--- config.mk ---
export PLATFORM = sky130hd
export DESIGN_NAME = pgs_supervisor
export DESIGN_NICKNAME = d
export VERILOG_FILES = /design/src/inc/pgs_pkg.sv /design/src/design/pgs_supervisor.sv
export SDC_FILE = /design/constraint.sdc
export NUM_CORES = 1
export LEC_CHECK = 0
export BUFFER_PORTS_ARGS = -buffer_cell sky130_fd_sc_hd__buf_2
export CAP_MARGIN = 15
export CORE_MARGIN = 4
export CORE_UTILIZATION = 50
export DETAILED_ROUTE_END_ITERATION = 6
export GPL_TIMING_DRIVEN = 0
export PLACE_DENSITY_LB_ADDON = 0.05
export SLEW_MARGIN = 20
export SYNTH_ARGS = -nofsm -noshare
export SYNTH_HDL_FRONTEND = slang
export SYNTH_SLANG_ARGS = --single-unit
--- constraint.sdc ---
create_clock -name aclk -period 2.84 [get_ports aclk]
set_input_delay 0.568 -clock aclk [delete_from_list [all_inputs] [get_ports aclk]]
set_output_delay 0.568 -clock aclk [all_outputs]
set_load 0.005 [all_outputs]
--- src/inc/pgs_pkg.sv ---
// package: constants and state type for the power good and fault supervisor
// Function
// - bias supply lockout halts switching; soft start on release.
// - input overvoltage lockout halts switching; soft start on release.
// - external sync clock on mode pin forces PWM mode.
// - soft start and clock synchronisation run together at start-up.
// - max duty: sync dropped, quarter external rate, clock output unlocked.
// - power good pulled low for enable, lockout, thermal, soft start, faults.
// - power good released once every pulling condition has cleared.
// - undervoltage flagged after feedback low longer than 30 us.
// - undervoltage clears above recovery level; power good after 120 us.
// - protection trips only on limit, low-side short or overvoltage during low output.
// - qualified feedback overvoltage stops switching.
// - overvoltage pulls power good low after feedback high longer than 30 us.
// - under overvoltage release, power good and switching return in 120 us.
// - low-side switch cut at once when its drain-source level is exceeded.
// - high-side switch cut at once when its drain-source level is exceeded.
// - short protection re-armed every switching cycle.
// - mode pin high selects forced PWM, low selects auto PWM/VFM.
// - hiccup restarts after 7 ms; latch holds until enable low or bias low.
`default_nettype none
package pgs_pkg;
  localparam int CLK_HZ = 200_000_000;
  localparam int CYC_PER_US = CLK_HZ / 1_000_000;
  localparam int CNT_W = 21;
  localparam int SS_TIME_US = 600;
  localparam int HICCUP_TIME_MS = 7;
  localparam int UV_QUAL_US = 30;
  localparam int OV_QUAL_US = 30;
  localparam int REL_DELAY_US = 120;
  localparam logic [CNT_W-1:0] SS_CYC = CNT_W'(SS_TIME_US * CYC_PER_US);
  localparam logic [CNT_W-1:0] HICCUP_CYC =
    CNT_W'(HICCUP_TIME_MS * 1000 * CYC_PER_US);
  localparam logic [CNT_W-1:0] UV_QUAL_CYC = CNT_W'(UV_QUAL_US * CYC_PER_US);
  localparam logic [CNT_W-1:0] OV_QUAL_CYC = CNT_W'(OV_QUAL_US * CYC_PER_US);
  localparam logic [CNT_W-1:0] REL_CYC = CNT_W'(REL_DELAY_US * CYC_PER_US);
  localparam int AXI_AW = 8;
  localparam logic [AXI_AW-1:0] CTRL_OFS = 8'h00;
  localparam logic [AXI_AW-1:0] STATUS_OFS = 8'h04;
  localparam int CTRL_LATCH_BIT = 0;
  localparam logic CTRL_LATCH_RST = 1'b0;
  localparam int ST_PG_LOW_BIT = 0;
  localparam int ST_UV_BIT = 1;
  localparam int ST_OV_BIT = 2;
  localparam int ST_LOCK_BIT = 3;
  localparam int ST_FPWM_BIT = 4;
  localparam int ST_SYNC_BIT = 5;
  localparam int ST_QUART_BIT = 6;
  localparam int ST_PIN_BIT = 7;
  localparam int ST_STATE_LSB = 8;
  localparam logic [1:0] RESP_OKAY = 2'h0;
  localparam logic [1:0] RESP_SLVERR = 2'h2;
  typedef enum logic [4:0] {
    SUP_SHUT = 5'h01,
    SUP_LOCK = 5'h02,
    SUP_SOFT = 5'h04,
    SUP_RUN = 5'h08,
    SUP_PROT = 5'h10
  } pgs_state_t;
endpackage
`default_nettype wire

--- src/design/pgs_supervisor.sv ---
// power good and fault supervisor with its register slave
`timescale 1ns/1ps
`default_nettype none
module pgs_supervisor #(
  parameter logic [pgs_pkg::CNT_W-1:0] SS_CYCLES = pgs_pkg::SS_CYC,
  parameter logic [pgs_pkg::CNT_W-1:0] HICCUP_CYCLES = pgs_pkg::HICCUP_CYC,
  parameter logic [pgs_pkg::CNT_W-1:0] UV_QUAL_CYCLES = pgs_pkg::UV_QUAL_CYC,
  parameter logic [pgs_pkg::CNT_W-1:0] OV_QUAL_CYCLES = pgs_pkg::OV_QUAL_CYC,
  parameter logic [pgs_pkg::CNT_W-1:0] REL_CYCLES = pgs_pkg::REL_CYC
) (
  // clock and reset
  input wire logic aclk,
  input wire logic aresetn,
  // axi4-lite write address
  input wire logic awvalid,
  output logic awready,
  input wire logic [pgs_pkg::AXI_AW-1:0] awaddr,
  input wire logic [2:0] awprot,
  // axi4-lite write data
  input wire logic wvalid,
  output logic wready,
  input wire logic [31:0] wdata,
  input wire logic [3:0] wstrb,
  // axi4-lite write response
  output logic bvalid,
  input wire logic bready,
  output logic [1:0] bresp,
  // axi4-lite read address
  input wire logic arvalid,
  output logic arready,
  input wire logic [pgs_pkg::AXI_AW-1:0] araddr,
  input wire logic [2:0] arprot,
  // axi4-lite read data
  output logic rvalid,
  input wire logic rready,
  output logic [31:0] rdata,
  output logic [1:0] rresp,
  // chip enable and supply comparators
  input wire logic chip_enable,
  input wire logic supply_low_lockout,
  input wire logic supply_high_lockout,
  input wire logic thermal_shutdown,
  // feedback comparators
  input wire logic fb_below_uv,
  input wire logic fb_above_uv_release,
  input wire logic fb_above_ov,
  input wire logic fb_below_ov_release,
  // mode pin and synchronisation
  input wire logic mode_pin_high,
  input wire logic mode_pin_low,
  input wire logic ext_clock_present,
  input wire logic max_duty,
  // switching cycle and switch-node sensing
  input wire logic cycle_start,
  input wire logic hs_on,
  input wire logic ls_on,
  input wire logic hs_vds_over,
  input wire logic ls_vds_over,
  input wire logic current_limit,
  // switching control outputs
  output logic switch_enable,
  output logic hs_gate_allow,
  output logic ls_gate_allow,
  output logic forced_pwm,
  output logic sync_active,
  output logic freq_quarter,
  output logic sync_clock_output_locked,
  // open-drain power good pin
  input wire logic power_good_out_in,
  output logic power_good_out_o,
  output logic power_good_out_oe
);
  import pgs_pkg::*;

  typedef struct packed {
    pgs_state_t st;
    logic [CNT_W-1:0] cnt;
    logic [CNT_W-1:0] uv_cnt;
    logic [CNT_W-1:0] uv_rel;
    logic [CNT_W-1:0] ov_cnt;
    logic [CNT_W-1:0] ov_rel;
    logic uv_flag;
    logic uv_wait;
    logic ov_flag;
    logic ov_wait;
    logic hs_kill;
    logic ls_kill;
    logic fpwm_pin;
    logic fpwm;
    logic sync_on;
    logic quarter;
    logic pg_low;
    logic latch_mode;
    logic aw_got;
    logic w_got;
    logic [AXI_AW-1:0] aw_addr;
    logic [31:0] wd;
    logic wstrb0;
    logic bv;
    logic [1:0] br;
    logic rv;
    logic [31:0] rd;
    logic [1:0] rr;
  } pgs_regs_t;

  pgs_regs_t r;
  pgs_regs_t next_r;
  logic lockout;
  logic hs_cut;
  logic ls_cut;
  logic fault_trig;

  // word select of a byte address
  function automatic logic is_reg(input logic [AXI_AW-1:0] a,
                                  input logic [AXI_AW-1:0] ofs);
    is_reg = (a[AXI_AW-1:2] == ofs[AXI_AW-1:2]);
  endfunction

  assign lockout = supply_low_lockout | supply_high_lockout |
                   thermal_shutdown;
  assign hs_cut = r.hs_kill | (hs_on & hs_vds_over);
  assign ls_cut = r.ls_kill | (ls_on & ls_vds_over);
  assign fault_trig = r.uv_flag &
    (current_limit | (ls_on & ls_vds_over) | r.ov_flag);

  always_comb begin
    next_r = r;
    // undervoltage qualification and release
    if (!r.uv_flag) begin
      if (fb_below_uv) begin
        if (r.uv_cnt == UV_QUAL_CYCLES) begin
          next_r.uv_flag = 1'b1;
          next_r.uv_wait = 1'b0;
          next_r.uv_cnt = '0;
        end else begin
          next_r.uv_cnt = r.uv_cnt + 1'b1;
        end
      end else begin
        next_r.uv_cnt = '0;
      end
    end else if (fb_above_uv_release) begin
      next_r.uv_flag = 1'b0;
      next_r.uv_wait = 1'b1;
      next_r.uv_rel = '0;
    end
    if (r.uv_wait && !r.uv_flag) begin
      if (!fb_above_uv_release) begin
        next_r.uv_rel = '0;
      end else if (r.uv_rel == REL_CYCLES) begin
        next_r.uv_wait = 1'b0;
      end else begin
        next_r.uv_rel = r.uv_rel + 1'b1;
      end
    end
    // overvoltage qualification and release
    if (!r.ov_flag) begin
      if (fb_above_ov) begin
        if (r.ov_cnt == OV_QUAL_CYCLES) begin
          next_r.ov_flag = 1'b1;
          next_r.ov_wait = 1'b0;
          next_r.ov_cnt = '0;
        end else begin
          next_r.ov_cnt = r.ov_cnt + 1'b1;
        end
      end else begin
        next_r.ov_cnt = '0;
      end
    end else if (fb_below_ov_release) begin
      next_r.ov_flag = 1'b0;
      next_r.ov_wait = 1'b1;
      next_r.ov_rel = '0;
    end
    if (r.ov_wait && !r.ov_flag) begin
      if (!fb_below_ov_release) begin
        next_r.ov_rel = '0;
      end else if (r.ov_rel == REL_CYCLES) begin
        next_r.ov_wait = 1'b0;
      end else begin
        next_r.ov_rel = r.ov_rel + 1'b1;
      end
    end
    // operating state
    unique case (r.st)
      SUP_SHUT, SUP_LOCK: begin
        if (lockout) begin
          next_r.st = SUP_LOCK;
        end else begin
          next_r.st = SUP_SOFT;
          next_r.cnt = '0;
        end
      end
      SUP_SOFT, SUP_RUN: begin
        if (lockout) begin
          next_r.st = SUP_LOCK;
        end else if (fault_trig) begin
          next_r.st = SUP_PROT;
          next_r.cnt = '0;
        end else if (r.st == SUP_SOFT) begin
          if (r.cnt == SS_CYCLES) begin
            next_r.st = SUP_RUN;
          end else begin
            next_r.cnt = r.cnt + 1'b1;
          end
        end
      end
      SUP_PROT: begin
        if (supply_low_lockout) begin
          next_r.st = SUP_LOCK;
        end else if (!r.latch_mode) begin
          if (r.cnt == HICCUP_CYCLES) begin
            next_r.st = SUP_SOFT;
            next_r.cnt = '0;
          end else begin
            next_r.cnt = r.cnt + 1'b1;
          end
        end
      end
      default: begin
        next_r.st = SUP_SHUT;
      end
    endcase
    // per-cycle switch-node short kill
    if (cycle_start) begin
      next_r.hs_kill = 1'b0;
      next_r.ls_kill = 1'b0;
    end else begin
      next_r.hs_kill = hs_cut;
      next_r.ls_kill = ls_cut;
    end
    // mode selection and synchronisation
    if (mode_pin_high) begin
      next_r.fpwm_pin = 1'b1;
    end else if (mode_pin_low) begin
      next_r.fpwm_pin = 1'b0;
    end
    next_r.fpwm = next_r.fpwm_pin | ext_clock_present;
    next_r.sync_on = ext_clock_present & ~max_duty;
    next_r.quarter = ext_clock_present & max_duty;
    // shutdown clears supervisor state
    if (!chip_enable) begin
      next_r.st = SUP_SHUT;
      next_r.cnt = '0;
      next_r.uv_cnt = '0;
      next_r.uv_rel = '0;
      next_r.ov_cnt = '0;
      next_r.ov_rel = '0;
      next_r.uv_flag = 1'b0;
      next_r.uv_wait = 1'b0;
      next_r.ov_flag = 1'b0;
      next_r.ov_wait = 1'b0;
      next_r.hs_kill = 1'b0;
      next_r.ls_kill = 1'b0;
    end
    // power good pull-down
    next_r.pg_low = !chip_enable || lockout || (next_r.st != SUP_RUN) ||
      next_r.uv_flag || next_r.uv_wait ||
      next_r.ov_flag || next_r.ov_wait;
    // axi4-lite write
    if (awvalid && !r.aw_got && !r.bv) begin
      next_r.aw_got = 1'b1;
      next_r.aw_addr = awaddr;
    end
    if (wvalid && !r.w_got && !r.bv) begin
      next_r.w_got = 1'b1;
      next_r.wd = wdata;
      next_r.wstrb0 = wstrb[0];
    end
    if (r.aw_got && r.w_got) begin
      next_r.aw_got = 1'b0;
      next_r.w_got = 1'b0;
      next_r.bv = 1'b1;
      if (is_reg(r.aw_addr, CTRL_OFS)) begin
        next_r.br = RESP_OKAY;
        if (r.wstrb0) begin
          next_r.latch_mode = r.wd[CTRL_LATCH_BIT];
        end
      end else if (is_reg(r.aw_addr, STATUS_OFS)) begin
        next_r.br = RESP_OKAY;
      end else begin
        next_r.br = RESP_SLVERR;
      end
    end
    if (r.bv && bready) begin
      next_r.bv = 1'b0;
    end
    // axi4-lite read
    if (r.rv && rready) begin
      next_r.rv = 1'b0;
    end
    if (arvalid && !r.rv) begin
      next_r.rv = 1'b1;
      next_r.rd = '0;
      next_r.rr = RESP_OKAY;
      if (is_reg(araddr, CTRL_OFS)) begin
        next_r.rd[CTRL_LATCH_BIT] = r.latch_mode;
      end else if (is_reg(araddr, STATUS_OFS)) begin
        next_r.rd[ST_PG_LOW_BIT] = r.pg_low;
        next_r.rd[ST_UV_BIT] = r.uv_flag;
        next_r.rd[ST_OV_BIT] = r.ov_flag;
        next_r.rd[ST_LOCK_BIT] = lockout;
        next_r.rd[ST_FPWM_BIT] = r.fpwm;
        next_r.rd[ST_SYNC_BIT] = r.sync_on;
        next_r.rd[ST_QUART_BIT] = r.quarter;
        next_r.rd[ST_PIN_BIT] = power_good_out_in;
        next_r.rd[ST_STATE_LSB +: 5] = r.st;
      end else begin
        next_r.rr = RESP_SLVERR;
      end
    end
  end

  always_ff @(posedge aclk) begin
    if (!aresetn) begin
      r <= '0;
      r.st <= SUP_SHUT;
      r.pg_low <= 1'b1;
      r.latch_mode <= CTRL_LATCH_RST;
    end else begin
      r <= next_r;
    end
  end

  assign awready = !r.aw_got && !r.bv;
  assign wready = !r.w_got && !r.bv;
  assign bvalid = r.bv;
  assign bresp = r.br;
  assign arready = !r.rv;
  assign rvalid = r.rv;
  assign rdata = r.rd;
  assign rresp = r.rr;
  assign switch_enable = (r.st == SUP_SOFT || r.st == SUP_RUN) &&
    !lockout && !r.ov_flag && !r.ov_wait && chip_enable;
  assign hs_gate_allow = switch_enable && !hs_cut;
  assign ls_gate_allow = switch_enable && !ls_cut;
  assign forced_pwm = r.fpwm;
  assign sync_active = r.sync_on;
  assign freq_quarter = r.quarter;
  assign sync_clock_output_locked = r.sync_on;
  assign power_good_out_o = 1'b0;
  assign power_good_out_oe = r.pg_low;
endmodule
`default_nettype wire

* After elaboration in Yosys (flattened, before gate mapping) *
Index checks and enable logic that the tools add are counted.

operators by class
  $add $sub $neg = 5
  multiply operators = 0
  div/mod/pow operators = 0
  order comparisons = 0
  eq/ne operators = 20
  shift operators = 0
  multiplexer cells = 58
  bitwise logic cells = 15
  reductions and logical operators = 48

operators by type and width
  kind                                             number
  2-to-1 mux 21 bit                                21
  2-to-1 mux 116 bit                               1
  adder 21 x 1 -> 21 bit, second input constant    5
  2-to-1 mux 26 bit                                3
  case mux 21 bit (3 select lines)                 1
  == test 21 x 13 -> 1 bit, second input constant  2
  == test 21 x 15 -> 1 bit, second input constant  2
  2-to-1 mux 35 bit                                1
  2-to-1 mux 2 bit                                 13
  == test 21 x 17 -> 1 bit, second input constant  1
  == test 21 bit, second input constant            1
  2-to-1 mux 5 bit                                 4
  logical AND 1 bit                                18
  case mux 5 bit (3 select lines)                  1
  2-to-1 mux 13 bit                                1
  == test 6 x 1 -> 1 bit, second input constant    2
  zero test 6 bit                                  2
  2-to-1 mux 12 bit                                1
  zero test 1 bit                                  11
  2-to-1 mux 1 bit                                 10
  != test 2 bit, second input constant             4
  OR reduction 2 bit                               4
  logical OR 1 bit                                 7
  bitwise OR 1 bit                                 7
  other kinds (16)                                 23

storage, ports and cells
  register bits after elaboration = 153
  bits in latches = 0
  memory bits (writable) = 0
  bits in read-only memories = 0
  output and inout bits = 50
  logic and storage cells = 174
  memories = 0

* Logic depth before layout (Yosys ltp) *
Gate-level depths: netlist of the first run.

  word-level depth = 14
  gate-level depth with buffers = 11
  depth with buffers taken out = 8

* Worst setup path before layout of the first run *
OpenSTA, ideal clock, no wires.

  kind = flip-flop to flip-flop
  from = reg r[171] in the netlist's numbering
  to = reg r (netlist bit power_good_out_oe)
  library setup time = 0.134 ns
  arrival = 2.555 ns
  required time = 2.706 ns
  path slack = 0.151 ns
  cell stages (with the launch flop) = 7
  period minus slack after synthesis = 2.689 ns
  cell sequence = dfxtp_1 > or4_1 > or4b_4 > nor4_4 > a211oi_1 > or4b_1 > or4_1

on the way
  word-level cells in the longest chain between the ends = 11
  elaborated cells between the ends (all ways) = 12
  classes of those cells = eq/ne (1); mux (7); reduce/logical (4)

ends and longest elaborated chain
  what                              line                   source
  start: declaration                pgs_supervisor.sv:106  pgs_regs_t r;
  start signal: assignment          pgs_supervisor.sv:319  r <= next_r;
  == test 21 x 13 -> 1 bit *        pgs_supervisor.sv:131  if (r.uv_cnt == UV_QUAL_CYCLES) begin
  2-to-1 mux 2 bit *                pgs_supervisor.sv:131
  2-to-1 mux 2 bit *                pgs_supervisor.sv:130  if (fb_below_uv) begin
  2-to-1 mux 2 bit *                pgs_supervisor.sv:129  if (!r.uv_flag) begin
  2-to-1 mux 1 bit                  pgs_supervisor.sv:149  end else if (r.uv_rel == REL_CYCLES) begin
  2-to-1 mux 1 bit                  pgs_supervisor.sv:147  if (!fb_above_uv_release) begin
  2-to-1 mux 1 bit                  pgs_supervisor.sv:146  if (r.uv_wait && !r.uv_flag) begin
  2-to-1 mux 116 bit *              pgs_supervisor.sv:240  if (!chip_enable) begin
  logical OR 1 bit * (2 in series)  pgs_supervisor.sv:256  next_r.uv_flag || next_r.uv_wait ||
  logical OR 1 bit *                pgs_supervisor.sv:257  next_r.ov_flag || next_r.ov_wait;

Every way passes the cells marked *; elsewhere a longest branch is shown, timed or not.
A chain may end at the register's enable or synchronous reset.

* Worst setup path after layout of the first run *
Ends and elaborated chain as after synthesis.

==> impl_metrics.env, run 1 <==
export IMPL_synth_top_family_by_area="simple AND/OR/NAND/NOR gates"
export IMPL_synth_simple_area_share=0.314
export IMPL_slew_headroom=0.523
export IMPL_run_status="complete, but fails checks"
export IMPL_tightest_slew_ns=0.710
export IMPL_initial_core_util=0.519
export IMPL_synth_edf_count=0
export IMPL_syn2layout_area_growth_pct=16.4
export IMPL_min_path_type="in2reg"
export IMPL_dp_slack_ns=-0.498
export IMPL_leakagePower_nw=3.23
export IMPL_grt_pass1_wl_um=30400
export IMPL_io_buffers=67
export IMPL_clock_sinks=149
export IMPL_ys_ff_latch=149
export IMPL_viasPerCell=5.48
export IMPL_placed_area_mm2=0.00831
export IMPL_worstSkewPairLatency_ns=0.42
export IMPL_critPathSlowestCell="or4b_4"
export IMPL_gr_usage_all_layers=0.208
export IMPL_drive_gt1_frac=0.164
export IMPL_setup_tns_ns=-0.0119
export IMPL_numCtsBuffers=17
export IMPL_rsz0062_at_grt="true"
export IMPL_power_density_mw_per_mm2=505
export IMPL_drtPass1Iterations=5
export IMPL_drt_iter0_markers=490
export IMPL_syn_inst=952
export IMPL_die_w_um=132
export IMPL_std_cell_rows=44
export IMPL_post_synth_top_count_cell="dfxtp_1"
export IMPL_min_period_over_period=1.00
export IMPL_htree_levels=4
export IMPL_switchingPower_mw=1.06
export IMPL_postRouteAntennaNets=0
export IMPL_synth_main_ff_cell="dfxtp_1"
export IMPL_cp_data_arrival_time_ns=3.13
export IMPL_grt_overflow=0
export IMPL_synth_xor_area_share=0.0514
export IMPL_cap_violations=0
export IMPL_worstSetupPathType="reg2reg"
export IMPL_hold_viol_final=0
export IMPL_comb_power_share=0.061
export IMPL_antenna_found_initial=0
export IMPL_seq_power_share=0.473
export IMPL_finalSetupViolCount=1
export IMPL_vias=6876
export IMPL_crit_path_end_kind="flop"
export IMPL_io_pins=134
export IMPL_clockPowerShare=0.466
export IMPL_yosysTopAreaCellShare=0.389
export IMPL_instances_no_fill=1254
export IMPL_yosys_top_cells_area="dfxtp_1 39%, nor2_1 6.9%, nand2_1 4.3%"
export IMPL_synth_area_mux_share=0.0307
export IMPL_placed_cells=1224
export IMPL_yosysWarnings=0
export IMPL_synth_compound_area_share=0.127
export IMPL_cp_start_kind="flop"
export IMPL_drc=0
export IMPL_syn_area_per_cell_um2=8.05
export IMPL_cp_required_ns=3.12
export IMPL_fin_ws_ns=-0.0119
export IMPL_die_y_um=132
export IMPL_max_vdd_ir_drop_uv=427
export IMPL_syn_area_mm2=0.00766
export IMPL_grt_pass1_vias=6122
export IMPL_yosysUniqueCellTypes=64
export IMPL_ys_async_sr_fraction=0
export IMPL_cpLargestDelayFamily="simple AND/OR/NAND/NOR gates"
export IMPL_critPathMaxStageDelay_ns=0.57
export IMPL_clock_path_buffers=2
export IMPL_cts_tree="done"
export IMPL_cp_num_buf_inv=0
export IMPL_wl_um=18000
export IMPL_core_mm2=0.0148
export IMPL_ys_seq_area_frac=0.389
export IMPL_path_cells="or4_4 > or4b_4 > nor4_4 > a211oi_2 > or4b_1 > or4_1"
export IMPL_cp_max_fo=5
export IMPL_fin_crit_ns=2.85
export IMPL_yosysTopAreaCell="dfxtp_1"
export IMPL_slew_viol_final=0
export IMPL_hpwl_um=13200
export IMPL_p_int_mw=3.45
export IMPL_die_area_mm2=0.0174
export IMPL_post_route_cell_area_mm2=0.00892
export IMPL_violations="negative setup slack"
export IMPL_grt_max_degree=17
export IMPL_routedWlPerCell_um=14.4
export IMPL_synth_adder_area_share=0.0163
export IMPL_final_net_count=1152
export IMPL_p_sw_frac=0.235
export IMPL_ys_top_cells_by_count="149 x dfxtp_1, 141 x nor2_1, 87 x nand2_1"
export IMPL_worst_clock_skew_ns=0.00953
export IMPL_gp_congestion=0.847
export IMPL_diodes=0
export IMPL_clkTransAtPathRegs_ns=0.06
export IMPL_clock_fmax_ghz=0.351
export IMPL_cts_root_buf="clkbuf_16"
[cells by family (layout without fill, tap and decap cells)]
family / count (synthesis) / after routing
adders and majority gates: 10 / 10
and+or+nand+nor: 463 / 463
AOI/OAI and AO/OA: 155 / 155
xor gates and xnor gates: 45 / 45
muxes: 22 / 22
buffers and inverters: 107 / 204
DFF: 149 / 149
other: 1 / 22
[registers in the layout, summed over array words and instances, names as in the netlist]
name,flops
rvalid,1
sync_active,1
rdata,13
rresp,1
power_good_out_oe,1
freq_quarter,1
r,128
forced_pwm,1
bresp,1
bvalid,1
[routing by layer]
| metal | GRT usage | up-vias | wire (um) |
|---|---|---|---|
| li1 | - | 3538 | - |
| met1 | 0.302 | 3112 | 9160 |
| met2 | 0.312 | 209 | 7590 |
| met3 | 0.0439 | 17 | 1040 |
| met4 | 0.0595 | 0 | 221 |
| met5 | 0 | - | 0 |
[what timing repair did]
| item | 4_1_cts | 5_1_grt |
|---|---|---|
| pin swaps | 3 | 1 |
| buffers inserted | 1 | 0 |
| hold buffers | 0 | 0 |
| gates resized for setup | 7 | 14 |
| setup endpoints to repair | 31 | 29 |
[worst paths after layout]
path | startpoint | end | slack (ns) | cells after the start
worst max-delay path | r[171]$_SDFFE_PN0N_ | power_good_out_oe$_SDFF_PN1_ | -0.01 | 6
worst min-delay path | max_duty | sync_active$_SDFF_PN0_ | 0.31 | 2
worst max register to register | r[171]$_SDFFE_PN0N_ | power_good_out_oe$_SDFF_PN1_ | -0.01 | 6
worst min register to register | r[86]$_SDFF_PN0_ | r[86]$_SDFF_PN0_ | 0.48 | 2
[area by class of cell]
type / count / area [um^2]
timing repair buffer: 68 / 343
multi-input combinational: 717 / 4270
clock buffer: 20 / 447
buffer: 71 / 417
fill: 1334 / 5830
inverter: 34 / 128
tap: 184 / 230
sequential: 149 / 2990
clock inverter: 11 / 104
[per-stage QoR]
stage               total power, mW  hold WS, ns   util
floorplan                      2.34        0.439      -
global placement               2.44        0.461  0.563
detailed placement             2.44        0.470  0.563
CTS                            4.55        0.293  0.602
global route                   4.68        0.308  0.605
finish                         4.50        0.315  0.605
[cell usage in the layout (no fill, tap or decap), types with 25 or more instances in the layout]
| master | synthesis | layout |
|---|---|---|
| dfxtp_1 | 149 | 146 |
| nor2_1 | 141 | 141 |
| nand2_1 | 87 | 86 |
| buf_2 | 1 | 68 |
| a21oi_1 | 57 | 57 |
| buf_4 | 38 | 39 |
| nor3_1 | 38 | 36 |
| inv_1 | 34 | 34 |
| o21ai_0 | 34 | 34 |
| nand3_1 | 32 | 32 |
| clkbuf_1 | 32 | 27 |
| nand4_1 | 25 | 25 |
[power by group through the flow]
stage               logic [mW]  registers, mW  clock network, mW
global placement         0.264           2.17                  0
floorplan                0.168           2.17                  0
CTS                      0.268           2.13               2.15
finish                   0.275           2.13               2.10
detailed placement       0.265           2.18                  0
global route             0.307           2.13               2.24
No activity file was read; power rests on OpenSTA's default activity.
==> inputs of run 2 (changes only) <==
- CORE_MARGIN: 4 -> 5
==> run 2 against run 1 <==
The flow now finishes without violations. Critical path depth did not move. Largest power group is now clock. Final area rose by 1.7%. Clock power rose by 22%. Die area rose by 3.1%. Critical endpoint unchanged. Wire length rose by 5.1%. Non-clock buffer count rose by 2. Clock skew rose by 0.0012 ns. Fmax rose by 0.89%. Worst hold slack improved by 0.00063 ns. Total power rose by 11%. Combinational power rose by 1%.
==> impl_metrics.env, run 2 (synthesis results as in run 1) <==
export IMPL_grt_overflow=0
export IMPL_min_path_type="in2reg"
export IMPL_crit_path_end_kind="flop"
export IMPL_syn2layout_area_growth_pct=18.4
export IMPL_rsz0062_at_grt="true"
export IMPL_run_status="finished, final reports clean"
export IMPL_viasPerCell=5.53
export IMPL_cp_required_ns=3.13
export IMPL_slew_headroom=0.525
export IMPL_largest_reg_flops=128
export IMPL_drtPass1Iterations=5
export IMPL_cap_violations=0
export IMPL_worst_clock_skew_ns=0.0107
export IMPL_finalSetupViolCount=0
export IMPL_worstSetupPathType="reg2reg"
export IMPL_wl_um=18900
export IMPL_reg2reg_slack_ns=0.01
export IMPL_vias=6975
export IMPL_dp_slack_ns=-0.456
export IMPL_clock_fmax_ghz=0.354
export IMPL_cts_root_buf="clkbuf_16"
export IMPL_final_net_count=1154
export IMPL_regMostFlops="r"
export IMPL_clock_sinks=149
export IMPL_min_period_over_period=0.995
export IMPL_die_area_mm2=0.0179
export IMPL_io_buffers=67
export IMPL_layout_commonest_cell="dfxtp_1"
export IMPL_htree_levels=4
export IMPL_hpwl_um=13500
export IMPL_leakagePower_nw=3.31
export IMPL_worstSkewPairLatency_ns=0.42
export IMPL_die_w_um=134
export IMPL_placed_cells=1228
export IMPL_clock_path_buffers=2
export IMPL_clkTransAtPathRegs_ns=0.06
export IMPL_postRouteAntennaNets=0
export IMPL_cp_max_fo=2
export IMPL_fin_ws_ns=0.0132
export IMPL_instances_no_fill=1261
export IMPL_grt_pass1_vias=6352
export IMPL_gr_usage_all_layers=0.211
export IMPL_fin_hold_ws_ns=0.316
export IMPL_setup_tns_ns=0
export IMPL_max_vdd_ir_drop_uv=458
export IMPL_gp_congestion=0.857
export IMPL_tightest_slew_ns=0.707
export IMPL_std_cell_rows=45
export IMPL_numCtsBuffers=17
export IMPL_drc=0
export IMPL_cp_data_arrival_time_ns=3.12
export IMPL_grt_max_degree=17
export IMPL_slew_viol_final=0
export IMPL_io_pins=134
export IMPL_final_cell_mix="142 x dfxtp_1, 141 x nor2_1, 86 x nand2_1"
export IMPL_fin_crit_ns=2.83
export IMPL_power_total_mw=4.98
export IMPL_drt_iter0_markers=399
export IMPL_antenna_found_initial=0
export IMPL_cp_start_kind="flop"
export IMPL_initial_core_util=0.506
export IMPL_cts_tree="done"
export IMPL_die_y_um=134
export IMPL_routedWlPerCell_um=15.0
export IMPL_hold_viol_final=0
export IMPL_power_density_mw_per_mm2=549
export IMPL_grt_pass1_wl_um=31500
export IMPL_diodes=0
export IMPL_core_mm2=0.0151
export IMPL_drive_gt1_frac=0.170
[run 2: cell count changes in the layout (fill, tap and decap cells not counted), moves of 2 or more]
cell        previous run  this run
dfxtp_1              146       142
clkinvlp_4             5         1
bufinv_16              1         6
dfxtp_2                3         7
buf_4                 39        41
[run 2: path summary, 6_finish.rpt]
check | from | to | depth (start not counted)
max reg2reg | r[171]$_SDFFE_PN0N_ | power_good_out_oe$_SDFF_PN1_ | 6
min | max_duty | sync_active$_SDFF_PN0_ | 2
min reg2reg | r[86]$_SDFF_PN0_ | r[86]$_SDFF_PN0_ | 2
max | r[171]$_SDFFE_PN0N_ | power_good_out_oe$_SDFF_PN1_ | 6
[run 2: critical path, stage by stage, from the launching register on]
cell      delay, ns
dfxtp_2        0.33
or4_4          0.53
or4b_4         0.57
nor4_4         0.29
a211oi_2       0.08
or4b_1         0.50
or4_1          0.40
[run 2: what timing repair did]
action / 4_1_cts / 5_1_grt
setup buffers: 3 / 0
gates resized for setup: 10 / 14
pin swaps: 4 / 1
hold buffers: 0 / 0
endpoints found under the setup margin: 30 / 32
[run 2: cell type report]
cell class	count	area (um^2)
Fill cell	1434	6080
Multi-Input combinational cell	717	4270
Sequential cell	149	2990
Clock buffer	20	447
Buffer	71	415
Timing Repair Buffer	70	358
Tap cell	188	235
Clock inverter	12	224
Inverter	34	128
[run 2: report_power, final]
part | internal, mW | total, mW | switching, mW
clock | 1.68 | 2.57 | 0.893
combinational | 0.110 | 0.279 | 0.169
sequential | 2.11 | 2.13 | 0.0173
[run 2: metrics by stage]
stage | area (um^2) | util
floorplan | 7740 | -
global placement | 8310 | 0.549
detailed placement | 8310 | 0.549
CTS | 9030 | 0.596
global route | 9070 | 0.599
finish | 9070 | 0.599
[run 2: layer usage]
layer	vias up	wire length (um)	track usage
met3	16	1090	0.0461
met4	0	183	0.0526
met1	3223	9470	0.303
li1	3550	-	-
met5	-	0	0
met2	186	8190	0.325
